**config.mk**
```make
export PLATFORM = sky130hd
export DESIGN_NAME = sfio_front
export DESIGN_NICKNAME = d
export VERILOG_FILES = /design/src/hdl/sfio_pkg.sv /design/src/hdl/sfio_front.sv /design/src/hdl/sfio_sync.sv /design/src/hdl/sfio_rst_filter.sv
export VERILOG_INCLUDE_DIRS = /design/src /design/src/hdl
export SDC_FILE = /design/constraint.sdc
export NUM_CORES = 1
export LEC_CHECK = 0
export ABC_AREA = 1
export BUFFER_PORTS_ARGS = -buffer_cell sky130_fd_sc_hd__buf_4
export CAP_MARGIN = 20
export CORE_MARGIN = 3
export CORE_UTILIZATION = 59
export CTS_CLUSTER_DIAMETER = 100
export DETAILED_ROUTE_END_ITERATION = 8
export PLACE_DENSITY = 0.8
export RECOVER_POWER = 100
export SETUP_SLACK_MARGIN = 0.5
export SLEW_MARGIN = 20
export SYNTH_ARGS = -nofsm -noshare
export SYNTH_HDL_FRONTEND = slang
export SYNTH_SLANG_ARGS = --single-unit
export TNS_END_PERCENT = 10
```
**constraint.sdc**
```tcl
create_clock -name i_mclk -period 3.6 [get_ports i_mclk]
set_input_delay 0.54 -clock i_mclk [delete_from_list [all_inputs] [get_ports i_mclk]]
set_output_delay 0.54 -clock i_mclk [all_outputs]
set_load 0.02 [all_outputs]
```
**src/hdl/sfio_defines.svh**
```systemverilog
// Constants for the serial flash front end: opcodes, timing counts and the read dummy count.
// Assumes a 125 MHz system clock (8 ns period).
`ifndef SFIO_DEFINES_SVH
`define SFIO_DEFINES_SVH

// ==========================================================
// Opcodes
`define SFIO_OP_DUAL_OUT 8'h3b
`define SFIO_OP_DUAL_IO 8'hbb
`define SFIO_OP_QUAD_OUT 8'h6b
`define SFIO_OP_QUAD_IO 8'heb
`define SFIO_OP_ENTER_4W 8'h38
`define SFIO_OP_EXIT_4W 8'hff
`define SFIO_OP_RST_EN 8'h66
`define SFIO_OP_RST 8'h99

// ==========================================================
// Timing
`define SFIO_CLK_NS 8
`define SFIO_SW_RST_NS 30000
`define SFIO_SW_RST_CYC ((`SFIO_SW_RST_NS) / (`SFIO_CLK_NS))
`define SFIO_HW_RST_NS 1000
`define SFIO_HW_RST_CYC (((`SFIO_HW_RST_NS) + (`SFIO_CLK_NS) - 1) / (`SFIO_CLK_NS))

// ==========================================================
// Read dummy cycles
`define SFIO_READ_DUMMY_CYC 8

`endif

```
**src/hdl/sfio_pkg.sv**
```systemverilog
// Types shared by the serial flash front end.
// Needs nothing beyond the tool's SystemVerilog support.
package sfio_pkg;
  typedef enum logic [1:0] {
    SFIO_W1,
    SFIO_W2,
    SFIO_W4
  } sfio_width_t;

  typedef enum logic [2:0] {
    SFIO_OPC,
    SFIO_ADDR,
    SFIO_DUMMY,
    SFIO_RDATA,
    SFIO_WDATA,
    SFIO_IGNORE
  } sfio_phase_t;
endpackage : sfio_pkg

```
**src/hdl/sfio_front.sv**
```systemverilog
// Serial front end of a serial flash: mode control, command capture, pause and resets.
// Assumes a host drives chip select, clock and data; array and status logic sit outside.
// How it works
// - Single mode: input bits sampled on rising clock
// - Single mode: output changes on falling clock
// - Dual/quad share data lines, same edges
// - Quad needs quad enable; pins become lines
// - Write-protect blocks status writes unless quad
// - Pause tristates output, ignores input and clock
// - Pause changes at pin edge when clock low
// - Pause only in single/dual, quad enable clear
// - Clock modes 0 and 3 supported
// - 3Bh and BBh are dual reads
// - 6Bh and EBh are quad reads
// - 38h enters, FFh exits four-wire mode
// - Four-wire opcode in two clocks, else eight
// - Modes exclusive; start and reset in SPI
// - 66h then 99h resets, busy 30us
// - Select bit makes shared pin pause or reset
// - Reset held 1us restores power-on state
// - Quad enable disables pause and reset pin
// - Dedicated reset pin always works
// - Hardware reset overrides all inputs but those of the status write block
// - Deselected means outputs released; needs select fall
`timescale 1ns/100ps
`include "sfio_defines.svh"
module sfio_front
  import sfio_pkg::*;
#(
  parameter int SW_RST_CYC = `SFIO_SW_RST_CYC,
  parameter int HW_RST_CYC = `SFIO_HW_RST_CYC,
  parameter int ADDR_BITS = 24,
  parameter int DUMMY_CYC = `SFIO_READ_DUMMY_CYC
) (
  // Clock and reset
  input wire logic i_mclk,
  input wire logic i_rst_n,
  // Serial pins, data lines as input, output and output enable
  input wire logic i_cs_n,
  input wire logic i_sclk,
  input wire logic [3:0] i_dq,
  output logic [3:0] o_dq,
  output logic [3:0] o_dq_oe,
  input wire logic i_reset_pin_n,
  // Configuration bits
  input wire logic i_quad_enable_bit,
  input wire logic i_hold_rst_sel,
  input wire logic [1:0] i_status_protect_bits,
  // Read data from the array side
  input wire logic [7:0] i_rd_byte,
  output logic o_rd_byte_req,
  // Captured command stream
  output logic [7:0] o_opcode,
  output logic o_opcode_valid,
  output logic [7:0] o_wr_byte,
  output logic o_wr_byte_valid,
  output logic [ADDR_BITS-1:0] o_addr,
  output logic o_addr_valid,
  // Status
  output logic o_four_wire_instruction_mode,
  output logic o_status_write_blocked,
  output logic o_paused,
  output logic o_busy,
  output logic o_dev_reset
);
  initial begin
    if (ADDR_BITS % 4 != 0 || ADDR_BITS < 8) $error("ADDR_BITS must be a multiple of 4");
    if (SW_RST_CYC < 1 || DUMMY_CYC < 1) $error("counts must be at least one");
  end

  // ==========================================================
  // Pin synchronisers
  logic [7:0] pins_s;
  // Reset values match idle pins, so no false select fall arms the sequencer
  sfio_sync #(.WIDTH(8), .INIT(8'hcf)) u_sync (
    .i_mclk(i_mclk),
    .i_rst_n(i_rst_n),
    .i_async({i_reset_pin_n, i_cs_n, i_sclk, 1'b0, i_dq}),
    .o_sync(pins_s)
  );
  logic dedic_rst_n, cs_n, sclk;
  logic [3:0] dq;
  assign dedic_rst_n = pins_s[7];
  assign cs_n = pins_s[6];
  assign sclk = pins_s[5];
  assign dq = pins_s[3:0];

  // ==========================================================
  // Hardware resets
  logic shared_rst_n, dedic_rst, shared_rst, hw_rst;
  // Shared pin is reset only with quad enable clear and select bit set
  assign shared_rst_n = !(!i_quad_enable_bit && i_hold_rst_sel && !dq[3]);
  sfio_rst_filter #(.MIN_CYC(HW_RST_CYC)) u_rst_dedic (
    .i_mclk(i_mclk),
    .i_rst_n(i_rst_n),
    .i_pin_n(dedic_rst_n),
    .o_reset(dedic_rst)
  );
  sfio_rst_filter #(.MIN_CYC(HW_RST_CYC)) u_rst_shared (
    .i_mclk(i_mclk),
    .i_rst_n(i_rst_n),
    .i_pin_n(shared_rst_n),
    .o_reset(shared_rst)
  );
  // Overrides every input but those feeding o_status_write_blocked while asserted
  assign hw_rst = dedic_rst || shared_rst;
  assign o_dev_reset = hw_rst;

  // ==========================================================
  // Clock and select edges
  logic sclk_d, cs_n_d, armed;
  logic rise, fall, cs_rise, cs_fall;
  always_ff @(posedge i_mclk) begin
    if (!i_rst_n) begin
      sclk_d <= 1'b0;
      cs_n_d <= 1'b1;
    end else begin
      sclk_d <= sclk;
      cs_n_d <= cs_n;
    end
  end
  assign cs_rise = cs_n && !cs_n_d;
  assign cs_fall = !cs_n && cs_n_d;

  // Commands only after a select fall seen since reset
  always_ff @(posedge i_mclk) begin
    if (!i_rst_n || hw_rst) begin
      armed <= 1'b0;
    end else if (cs_fall) begin
      armed <= 1'b1;
    end
  end

  // ==========================================================
  // Pause
  logic pause_ok, paused;
  // Pause exists only with quad enable clear and the select bit clear
  assign pause_ok = !i_quad_enable_bit && !i_hold_rst_sel;
  always_ff @(posedge i_mclk) begin
    if (!i_rst_n || hw_rst || cs_n) begin
      paused <= 1'b0;
    end else if (!sclk || (sclk_d && !sclk)) begin
      // Change applies at the pin edge while clock low, else at the next falling clock
      paused <= pause_ok && !dq[3];
    end
  end
  assign o_paused = paused;

  // Clock edges are ignored while paused; mode 0 and 3 both idle safely
  assign rise = sclk && !sclk_d && !cs_n && !paused && armed && !hw_rst;
  assign fall = !sclk && sclk_d && !cs_n && !paused && armed && !hw_rst;

  // ==========================================================
  // Command sequencer
  sfio_phase_t phase;
  sfio_width_t in_w, out_w;
  logic four_wire, busy, rst_armed;
  logic [7:0] sh;
  logic [5:0] bit_cnt;
  logic [$clog2(SW_RST_CYC + 1)-1:0] busy_cnt;
  logic first_edge, out_on;
  logic [7:0] rd_sh;

  function automatic logic [2:0] step(input sfio_width_t w);
    case (w)
      SFIO_W2: step = 3'd2;
      SFIO_W4: step = 3'd4;
      default: step = 3'd1;
    endcase
  endfunction : step

  function automatic logic [7:0] shift_in(input logic [7:0] s, input sfio_width_t w,
                                          input logic [3:0] d);
    case (w)
      SFIO_W2: shift_in = {s[5:0], d[1:0]};
      SFIO_W4: shift_in = {s[3:0], d};
      default: shift_in = {s[6:0], d[0]};
    endcase
  endfunction : shift_in

  logic [7:0] next_sh;
  logic [5:0] next_cnt;
  assign next_sh = shift_in(sh, in_w, dq);
  assign next_cnt = bit_cnt + 6'(step(in_w));

  always_ff @(posedge i_mclk) begin
    if (!i_rst_n || hw_rst) begin
      phase <= SFIO_OPC;
      in_w <= SFIO_W1;
      out_w <= SFIO_W1;
      four_wire <= 1'b0;
      sh <= 8'h00;
      bit_cnt <= 6'h00;
      rst_armed <= 1'b0;
      busy <= 1'b0;
      busy_cnt <= '0;
      first_edge <= 1'b1;
      o_opcode <= 8'h00;
      o_opcode_valid <= 1'b0;
      o_wr_byte <= 8'h00;
      o_wr_byte_valid <= 1'b0;
      o_addr <= '0;
      o_addr_valid <= 1'b0;
    end else begin
      o_opcode_valid <= 1'b0;
      o_wr_byte_valid <= 1'b0;
      o_addr_valid <= 1'b0;
      if (busy) begin
        if (busy_cnt == '0) begin
          busy <= 1'b0;
        end else begin
          busy_cnt <= busy_cnt - 1'b1;
        end
      end
      if (cs_n) begin
        // Partial instruction discarded on deselect
        phase <= SFIO_OPC;
        in_w <= four_wire ? SFIO_W4 : SFIO_W1;
        bit_cnt <= 6'h00;
        first_edge <= 1'b1;
        if (cs_rise && phase != SFIO_OPC) begin
          rst_armed <= rst_armed && o_opcode == `SFIO_OP_RST_EN;
        end
      end else if (rise) begin
        sh <= next_sh;
        bit_cnt <= next_cnt;
        first_edge <= 1'b0;
        case (phase)
          SFIO_OPC: begin
            if (next_cnt == 6'd8) begin
              bit_cnt <= 6'h00;
              o_opcode <= next_sh;
              o_opcode_valid <= !busy;
              phase <= SFIO_WDATA;
              rst_armed <= 1'b0;
              if (!busy) begin
                case (next_sh)
                  `SFIO_OP_RST_EN: begin
                    rst_armed <= 1'b1;
                  end
                  `SFIO_OP_RST: begin
                    if (rst_armed) begin
                      // Software reset returns to SPI mode and goes busy
                      four_wire <= 1'b0;
                      busy <= 1'b1;
                      busy_cnt <= ($bits(busy_cnt))'(SW_RST_CYC - 1);
                    end
                    phase <= SFIO_IGNORE;
                  end
                  `SFIO_OP_ENTER_4W: begin
                    if (i_quad_enable_bit) four_wire <= 1'b1;
                    phase <= SFIO_IGNORE;
                  end
                  `SFIO_OP_EXIT_4W: begin
                    four_wire <= 1'b0;
                    phase <= SFIO_IGNORE;
                  end
                  `SFIO_OP_DUAL_OUT: begin
                    phase <= SFIO_ADDR;
                    out_w <= SFIO_W2;
                  end
                  `SFIO_OP_DUAL_IO: begin
                    phase <= SFIO_ADDR;
                    in_w <= SFIO_W2;
                    out_w <= SFIO_W2;
                  end
                  `SFIO_OP_QUAD_OUT, `SFIO_OP_QUAD_IO: begin
                    // Quad reads need quad enable, otherwise the command is dropped
                    if (i_quad_enable_bit) begin
                      phase <= SFIO_ADDR;
                      out_w <= SFIO_W4;
                      if (next_sh == `SFIO_OP_QUAD_IO) in_w <= SFIO_W4;
                    end else begin
                      phase <= SFIO_IGNORE;
                    end
                  end
                  default: begin
                    out_w <= four_wire ? SFIO_W4 : SFIO_W1;
                  end
                endcase
              end else begin
                phase <= SFIO_IGNORE;
              end
            end
          end
          SFIO_ADDR: begin
            o_addr <= (o_addr << step(in_w)) | ADDR_BITS'(
              in_w == SFIO_W4 ? dq : in_w == SFIO_W2 ? {2'b00, dq[1:0]} : {3'b000, dq[0]});
            if (next_cnt == 6'(ADDR_BITS)) begin
              bit_cnt <= 6'h00;
              o_addr_valid <= 1'b1;
              phase <= SFIO_DUMMY;
            end
          end
          SFIO_DUMMY: begin
            if (bit_cnt == 6'(DUMMY_CYC - 1)) begin
              bit_cnt <= 6'h00;
              phase <= SFIO_RDATA;
            end else begin
              bit_cnt <= bit_cnt + 6'd1;
            end
          end
          SFIO_WDATA: begin
            if (next_cnt == 6'd8) begin
              bit_cnt <= 6'h00;
              o_wr_byte <= next_sh;
              o_wr_byte_valid <= 1'b1;
            end
          end
          default: begin
            bit_cnt <= 6'h00;
          end
        endcase
      end
    end
  end

  assign o_four_wire_instruction_mode = four_wire;
  assign o_busy = busy;
  // Write-protect pin gates status writes only while quad enable is clear
  assign o_status_write_blocked = !i_quad_enable_bit && i_status_protect_bits[0] && !dq[2];

  // ==========================================================
  // Read data driver, updated on falling clock
  logic [3:0] rd_cnt;
  always_ff @(posedge i_mclk) begin
    if (!i_rst_n || hw_rst || cs_n) begin
      out_on <= 1'b0;
      rd_sh <= 8'h00;
      rd_cnt <= 4'h0;
      o_dq <= 4'h0;
      o_rd_byte_req <= 1'b0;
    end else begin
      o_rd_byte_req <= 1'b0;
      if (fall && phase == SFIO_RDATA) begin
        out_on <= 1'b1;
        if (rd_cnt == 4'h0) begin
          rd_sh <= i_rd_byte << step(out_w);
          rd_cnt <= 4'(8 - step(out_w));
          o_rd_byte_req <= 1'b1;
          o_dq <= out_w == SFIO_W4 ? i_rd_byte[7:4] :
                  out_w == SFIO_W2 ? {2'b00, i_rd_byte[7:6]} : {2'b00, i_rd_byte[7], 1'b0};
        end else begin
          rd_sh <= rd_sh << step(out_w);
          rd_cnt <= rd_cnt - 4'(step(out_w));
          o_dq <= out_w == SFIO_W4 ? rd_sh[7:4] :
                  out_w == SFIO_W2 ? {2'b00, rd_sh[7:6]} : {2'b00, rd_sh[7], 1'b0};
        end
      end
    end
  end

  // Lines released when deselected, paused or not returning data
  always_comb begin
    o_dq_oe = 4'h0;
    if (out_on && !cs_n && !paused && phase == SFIO_RDATA) begin
      case (out_w)
        SFIO_W4: o_dq_oe = 4'hf;
        SFIO_W2: o_dq_oe = 4'h3;
        default: o_dq_oe = 4'h2;
      endcase
    end
  end
endmodule : sfio_front

```
**src/hdl/sfio_sync.sv**
```systemverilog
// Two flip-flop synchroniser for a group of pin inputs.
// Assumes the inputs are asynchronous to i_mclk.
`timescale 1ns/100ps
module sfio_sync #(
  parameter int WIDTH = 1,
  parameter logic [WIDTH-1:0] INIT = '0
) (
  // Clock and reset
  input wire logic i_mclk,
  input wire logic i_rst_n,
  // Data
  input wire logic [WIDTH-1:0] i_async,
  output logic [WIDTH-1:0] o_sync
);
  logic [WIDTH-1:0] meta;

  always_ff @(posedge i_mclk) begin
    if (!i_rst_n) begin
      meta <= INIT;
      o_sync <= INIT;
    end else begin
      meta <= i_async;
      o_sync <= meta;
    end
  end
endmodule : sfio_sync

```
**src/hdl/sfio_rst_filter.sv**
```systemverilog
// Hardware reset pin filter: a low level held long enough becomes a reset level.
// Assumes the pin input is already synchronised to i_mclk.
`timescale 1ns/100ps
`include "sfio_defines.svh"
module sfio_rst_filter #(
  parameter int MIN_CYC = `SFIO_HW_RST_CYC
) (
  // Clock and reset
  input wire logic i_mclk,
  input wire logic i_rst_n,
  // Pin level, low asks for reset
  input wire logic i_pin_n,
  output logic o_reset
);
  localparam int CW = $clog2(MIN_CYC + 1);
  logic [CW-1:0] cnt;

  initial begin
    if (MIN_CYC < 1) $error("MIN_CYC must be at least one");
  end

  // Short glitches do not reset; a held low does, and reset stays while low
  always_ff @(posedge i_mclk) begin
    if (!i_rst_n) begin
      cnt <= '0;
      o_reset <= 1'b0;
    end else if (i_pin_n) begin
      cnt <= '0;
      o_reset <= 1'b0;
    end else if (cnt != CW'(MIN_CYC)) begin
      cnt <= cnt + CW'(1);
    end else begin
      o_reset <= 1'b1;
    end
  end
endmodule : sfio_rst_filter

```
==> out/qor.txt, run 1 <==
RUN STATUS
-------------------------------------------------------------------------------------------
Run status                                                                     finished, final reports clean

CLOCKING
-------------------------------------------------------------------------------------------
TritonCTS clock tree                                                                   done
Cts-stage hold buffer count                                                               0
Worst-Skew Late Latency                                                             0.42 ns
Post-CTS resize count                                                                     0
Number of levels in the clock H-tree                                                      4
Bufs on Longest Clock Path                                                                2
Worst-path clk slew                                                                 0.06 ns
Post-CTS setup-driven buffer insertion count                                              0
Cell at the root of the clock tree                                             sky130_fd_sc_hd__clkbuf_16
Total clock buffers created by CTS                                                       17
Clock sink count                                                                        130

DIE
-------------------------------------------------------------------------------------------
Placement row count                                                                      40
Width of the chip                                                                  117.3 um
Die Area                                                                        0.01377 mm2
Vert. Die Dim                                                                      117.3 um
Area of the core                                                                0.01206 mm2
# IOs                                                                                    78
Initial Util                                                                         60.64%

WORST SETUP PATH
-------------------------------------------------------------------------------------------
Top fanout value on the critical path                                                    16
Critical Path Most Common Cell                                                 sky130_fd_sc_hd__inv_1
Reg-to-reg endpoint                                                            busy_cnt[4]$_SDFF_PP0_
Worst setup path endpoint                                                      busy_cnt[4]$_SDFF_PP0_
Number of cells traversed by the worst register-to-register path                         14
Critical path class                                                              reg -> reg
CP cell instances                                                              inv_1, ha_1, ha_1, inv_1, fa_1, inv_1, nor2_1, nand2_1, nor2_1, nand3_4, nor2_8, nand3_4, nand2_1, a21oi_1
Crit-path slowest cell                                                         sky130_fd_sc_hd__fa_1
Maximum cell stage delay along the critical path                                    0.50 ns
Sort of element at the end of the critical path                                    register
Critical Path Source Type                                                          register
Number of cells on the critical path                                                     14
Source of the critical timing path                                             in_w[0]$_SDFFE_PP0P_
Critical R2R Launch                                                            in_w[0]$_SDFFE_PP0P_
Delay-heaviest family, CP                                                      simple AND/OR/NAND/NOR gates
Reg2Reg Setup Slack                                                                 0.65 ns
Crit path buffers/inverters                                                               3
Critical Path RT                                                                    3.90 ns
Data arrival time of the critical path                                              3.25 ns

STA
-------------------------------------------------------------------------------------------
Pin slew with the least headroom to its limit                                      1.370 ns
Hold slack final                                                                  0.3012 ns
Fmax                                                                              338.5 MHz
Number of endpoints with negative hold slack in the final report                          0
# setup viols final                                                                       0
Largest clock skew in the final design                                          0.004876 ns
Pins over their slew limit                                                                0
Min Clock Period, post-route                                                       2.954 ns
Setup TNS Final                                                                        0 ns
Headroom to the max-slew limit                                                       8.672%
RSZ-0062 raised after global routing                                                     no
Period utilization                                                                   82.05%

POWER
-------------------------------------------------------------------------------------------
Combinational power share                                                              3.1%
Internal portion of total power                                                    2.584 mW
Leak                                                                               3.647 nW
Peak supply drop                                                                  0.3110 mV
Clock power frac                                                                      52.7%
Sw power                                                                          0.7020 mW
Net switching share of the total power                                               21.36%
Ratio of total power to cell area                                              395.6 mW/mm2
Relative contribution of sequential cells to total power                              44.3%

SYNTH
-------------------------------------------------------------------------------------------
Sequential share of the synthesized area                                             35.58%
Syn Std Cell Area                                                              0.007315 mm2
Synth Area in Adders                                                                 3.797%
Number of storage elements in the synthesis netlist                                     130
Mux share of post-synthesis cell area                                               0.1368%
Total number of yosys warnings                                                            0
Area share of xor/xnor cells in the synthesized design                               1.916%
Nets in the synthesized netlist                                                       1,139
Post-Synthesis Cells                                                                  1,097
Count of flip-flops with a built-in enable after synthesis                                0
Synthesized area divided by synthesized cell count                                6.668 um2
Simple-Gate Fraction of Synth Area                                                   35.48%
Share of synthesized flip-flops with an asynchronous set or reset                        0%
Main combinational cell family by area after synthesis                         simple AND/OR/NAND/NOR gates
Count of distinct cell types in the synthesized netlist                                  47
Compound-cell area share of the yosys netlist                                        14.16%
Main flop type after synthesis                                                 sky130_fd_sc_hd__dfxtp_1

PLACED DESIGN
-------------------------------------------------------------------------------------------
Placer's final routability congestion estimate                                       0.9235
Number of port buffers                                                                   76
Hpwl dp                                                                           12,480 um
Number of cells in the design after placement                                         1,312

DRT
-------------------------------------------------------------------------------------------
Residual DRC count                                                                        0
Via count normalized by instance count                                                5.397
Highest routing layer actually used                                                    met4
DRT antenna net count                                                                     0
Number of design-rule violations left by the first detailed-router iteration            601
Wire length the detailed router placed on met1                                      7876 um
WL met3                                                                             1101 um
Total Routed Length                                                               18,030 um
Routed length on met2                                                               8700 um
Number of search-and-repair iterations in the first detailed-routing pass                 5
WL/cell                                                                            13.42 um
Routed vias                                                                           7,253

FINAL LAYOUT
-------------------------------------------------------------------------------------------
Most common library cell in the layout ignoring fill and taps                  sky130_fd_sc_hd__nand2_1
Most frequent cells in the layout                                              sky130_fd_sc_hd__nand2_1, sky130_fd_sc_hd__dfxtp_1, sky130_fd_sc_hd__nor2_1
Final core area utilization                                                          68.87%
Share of cells above drive strength 1                                                9.184%
Filler Cell Count                                                                     1,094
Layout Cells excl Fill                                                                1,344
Total Nets Final                                                                      1,205
Number of diodes added for antenna fixing                                                 0
Layout overhead on the synthesized area                                              13.56%

GLOBAL ROUTING
-------------------------------------------------------------------------------------------
Global-route wire length before repair                                            30,410 um
Total global routing overflow                                                             0
Initial antenna violation count                                                           0
Pin count of the biggest net entering global routing                                     33
Total Routing Usage GR                                                               26.22%
Via count of the first global-routing pass                                            6,674

JOB
-------------------------------------------------------------------------------------------
Count of max-cap constraint violations                                                    0

HOLD PATH
-------------------------------------------------------------------------------------------
HP Class                                                                          in -> reg

## power groups by stage
stage	clock network (mW)	registers (mW)	logic [mW]
floorplan	0	1.48	0.0673
finish	1.73	1.45	0.101
detailed placement	0	1.49	0.102
global placement	0	1.49	0.100
global route	1.81	1.46	0.113
CTS	1.74	1.45	0.102
## per-stage QoR
step / total power, mW / setup slack [ns] / area [um2]
5_1_grt: 3.382 / 0.3101 / 8307
3_3_place_gp: 1.586 / 0.8151 / 7974
2_1_floorplan: 1.551 / 1.044 / 7315
3_5_place_dp: 1.588 / 0.7268 / 7974
4_1_cts: 3.302 / 0.7172 / 8561
6_report: 3.286 / 0.6462 / 8307
## registers in the layout (all words and copies together), names as in the netlist, 2 cells and up
name	flops
o_dq	4
u_sync.o_sync	7
in_w	2
u_rst_dedic.cnt	7
rd_cnt	4
busy_cnt	12
out_w	2
bit_cnt	6
rd_sh	8
sh	7
u_rst_shared.cnt	7
o_addr	24
phase	3
u_sync.meta	7
o_wr_byte	8
o_opcode	8
## kinds of logic (layout without fill, tap and decap cells)
group	Yosys count	after routing
simple gates	579	579
mux	1	1
compound gates	191	191
buf+inv	159	238
fa+ha+maj	21	21
xor+xnor	16	16
flops	130	130
## worst min path at each step
stage / startpoint / endpoint / slack [ns] / cells past startpoint
after floorplan: u_sync.meta[5]$_SDFF_PN0_ / u_sync.o_sync[5]$_SDFF_PN0_ / 0.39 / 2
after global placement: u_sync.meta[1]$_SDFF_PN1_ / u_sync.o_sync[1]$_SDFF_PN1_ / 0.39 / 1
after detailed placement: u_sync.meta[7]$_SDFF_PN1_ / u_sync.o_sync[7]$_SDFF_PN1_ / 0.40 / 1
after CTS: i_sclk / u_sync.meta[5]$_SDFF_PN0_ / 0.29 / 3
after global routing: i_sclk / u_sync.meta[5]$_SDFF_PN0_ / 0.30 / 3
final: i_sclk / u_sync.meta[5]$_SDFF_PN0_ / 0.30 / 3
## area by class of cell
type                    count  area (um2)  area share [%]
inverters                 119       446.7           5.377
well taps                 168       210.2           2.531
flip-flops and latches    130        2603           31.33
repair buffers             87       424.2           5.106
clock inverters            11       136.4           1.642
multi-input cells         808        4036           48.59
clock buffers              21       450.4           5.423
## cell usage after synthesis, drive strengths merged (10+ instances only)
master	number	area, um2
inv	115	431.7
nand3	79	457.9
a21oi	73	365.4
nand4	14	87.58
or2	21	131.4
clkbuf	21	80.07
a31oi	10	62.56
ha	19	237.7
nand2	328	1274
nor2	121	541.8
o21ai	82	410.4
buf	19	126.4
nor3	12	75.07
xor2	12	105.1
dfxtp	130	2603
## metal layers
metal  up-vias  GRT usage [%]
met4         0          10.26
li1       3675              -
met5         -              0
met1      3306          33.02
met3        31          5.159
met2       241          44.36
## tightest hold or removal path, stage by stage
cell and delay [ns]:
sky130_fd_sc_hd__buf_4 0.08, sky130_fd_sc_hd__nand2_1 0.04, sky130_fd_sc_hd__inv_1 0.04
No activity file was read; power rests on OpenSTA's default activity.
==> run 2, diff against run 1 <==
Settings changed: CORE_UTILIZATION 59 to 54, PLACE_DENSITY 0.8 to 0.77.
Clock period 3.6 ns to 2.51 ns, I/O delays scaled along.
==> out/qor.txt, run 2 (same netlist as run 1, synthesis figures left out) <==
RUN STATUS
-------------------------------------------------------------------------------------------
Run status                                                                     finished, violations left
Violations in the final reports                                                negative setup slack

CLOCKING
-------------------------------------------------------------------------------------------
Bufs on Longest Clock Path                                                                2
Total clock buffers created by CTS                                                       17
TritonCTS clock tree                                                                   done
Clock sink count                                                                        130
Number of levels in the clock H-tree                                                      4
Worst-path clk slew                                                                 0.06 ns
Cell at the root of the clock tree                                             sky130_fd_sc_hd__clkbuf_16
Worst-Skew Late Latency                                                             0.44 ns

PLACED DESIGN
-------------------------------------------------------------------------------------------
Pre-CTS setup slack                                                             -0.07627 ns
Placer's final routability congestion estimate                                       0.9565
Hpwl dp                                                                           12,950 um
Number of port buffers                                                                   76
Number of cells in the design after placement                                         1,341

WORST SETUP PATH
-------------------------------------------------------------------------------------------
Top fanout value on the critical path                                                     5
Data arrival time of the critical path                                              2.90 ns
Critical Path Source Type                                                          register
Critical path class                                                              reg -> reg
Critical R2R Launch                                                            in_w[0]$_SDFFE_PP0P_
Critical Path RT                                                                    2.86 ns
Sort of element at the end of the critical path                                    register
Source of the critical timing path                                             in_w[0]$_SDFFE_PP0P_

DRT
-------------------------------------------------------------------------------------------
Total Routed Length                                                               19,510 um
Residual DRC count                                                                        0
Number of design-rule violations left by the first detailed-router iteration            767
DRT antenna net count                                                                     0
Routed vias                                                                           7,455
Number of search-and-repair iterations in the first detailed-routing pass                 6
WL/cell                                                                            14.10 um
Via count normalized by instance count                                                5.387

FINAL LAYOUT
-------------------------------------------------------------------------------------------
Number of diodes added for antenna fixing                                                 0
Filler Cell Count                                                                     1,151
Number of flip-flops in the largest register                                             24
Layout overhead on the synthesized area                                              21.71%
Most flop-heavy register                                                             o_addr
Total Nets Final                                                                      1,241
Most common library cell in the layout ignoring fill and taps                  sky130_fd_sc_hd__nand2_1
Final core area utilization                                                          68.86%
Most frequent cells in the layout                                              sky130_fd_sc_hd__nand2_1, sky130_fd_sc_hd__dfxtp_1, sky130_fd_sc_hd__inv_1
Layout Cells excl Fill                                                                1,384
Largest registers ranked by flip-flop count                                    o_addr (24), busy_cnt (12)
Share of cells above drive strength 1                                                17.00%

POWER
-------------------------------------------------------------------------------------------
Peak supply drop                                                                  0.6163 mV
Ratio of total power to cell area                                              523.3 mW/mm2
Final total power                                                                  4.659 mW
Leak                                                                               3.838 nW

GLOBAL ROUTING
-------------------------------------------------------------------------------------------
Via count of the first global-routing pass                                            6,948
Initial antenna violation count                                                           0
Total Routing Usage GR                                                               25.69%
GR Util met3                                                                         4.885%
Fraction of met2 tracks used by global routing                                       42.70%
Global-route wire length before repair                                            31,340 um
Global routing met1 resource utilization                                             32.64%
Peak-usage layer in the global routing report                                          met2
Pin count of the biggest net entering global routing                                     35
Total global routing overflow                                                             0

STA
-------------------------------------------------------------------------------------------
# setup viols final                                                                       5
Min Clock Period, post-route                                                       2.550 ns
RSZ-0062 raised after global routing                                                    yes
Hold slack final                                                                  0.1297 ns
Headroom to the max-slew limit                                                       46.93%
Least setup slack across all paths after layout                                 -0.04045 ns
Period utilization                                                                   101.6%
Fmax                                                                              392.1 MHz
Largest clock skew in the final design                                          0.009864 ns
Number of endpoints with negative hold slack in the final report                          0
Pin slew with the least headroom to its limit                                     0.7931 ns
Pins over their slew limit                                                                0

HOLD PATH
-------------------------------------------------------------------------------------------
Worst hold start                                                                    i_dq[0]
HP Class                                                                          in -> reg

DIE
-------------------------------------------------------------------------------------------
Die Area                                                                        0.01498 mm2
Width of the chip                                                                  122.4 um
Placement row count                                                                      41
Area of the core                                                                0.01293 mm2
Initial Util                                                                         56.58%
# IOs                                                                                    78
Vert. Die Dim                                                                      122.4 um

JOB
-------------------------------------------------------------------------------------------
Count of max-cap constraint violations                                                    0

run 2: cell types whose count changed in the layout (fill, tap and decap cells not counted), sizes merged:
cell and delta:
buf +42, clkinvlp +4, inv +1, clkinv -3
bufinv -3, nand3 +1, nor2 +1, clkbuf -7
run 2: critical path, stage by stage (launching register included):
cell,delay (ns)
sky130_fd_sc_hd__dfxtp_4,0.35
sky130_fd_sc_hd__inv_4,0.04
sky130_fd_sc_hd__ha_4,0.26
sky130_fd_sc_hd__ha_4,0.12
sky130_fd_sc_hd__inv_2,0.03
sky130_fd_sc_hd__fa_2,0.52
sky130_fd_sc_hd__inv_1,0.04
sky130_fd_sc_hd__nor2_1,0.08
sky130_fd_sc_hd__nand2_1,0.09
sky130_fd_sc_hd__nor2_4,0.14
sky130_fd_sc_hd__nand3_4,0.15
sky130_fd_sc_hd__nor2_8,0.22
sky130_fd_sc_hd__buf_4,0.14
sky130_fd_sc_hd__o21ai_0,0.10
sky130_fd_sc_hd__a21oi_1,0.17
run 2: metal layers:
metal,wire [um],vias up,share of wire (%)
li1,-,3758,-
met1,8560,3407,44
met2,9372,247,48
met3,1135,43,5.8
met4,444,0,2.3
met5,0,-,0
run 2: area by class of cell:
cell class	count	area (um2)	area share [%]
clock buffer	22	505.5	5.678
clock inverter	10	73.82	0.8292
inverter	119	459.2	5.158
multi-input combinational	810	4262	47.87
sequential	130	2615	29.37
tap	172	215.2	2.417
timing repair buffer	121	772.0	8.672
run 2: power breakdown:
part	internal [mW]	switching (mW)	total, mW	leakage, nW
clock	1.43	0.984	2.41	0.272
combinational	0.0646	0.100	0.165	2.51
sequential	2.07	0.00899	2.08	1.05
total	3.57	1.09	4.66	3.84
run 2: final timing paths:
check / to / slack, ns / cells after the start
hold reg to reg: u_sync.o_sync[3]$_SDFF_PN1_ / 0.41 / 1
setup reg to reg: o_opcode[7]$_SDFFE_PP0P_ / -0.04 / 14
setup / recovery: o_opcode[7]$_SDFFE_PP0P_ / -0.04 / 14
hold / removal: u_sync.meta[0]$_SDFF_PN1_ / 0.13 / 2
run 2: what timing repair did:
action                     in CTS  in global routing
resized for setup              32                 29
hold buffers                    0                  0
buffers inserted                2                  7
pin swaps                      37                 16
gates cloned                    0                  2
setup endpoints to repair      70                 89
run 2: per-stage QoR:
stage / cell area (um2) / setup TNS, ns
finish: 8902 / -0.1359
global route: 8902 / -3.942
CTS: 8920 / 0
detailed placement: 8232 / -0.2435
global placement: 8232 / -0.002172
floorplan: 7375 / 0
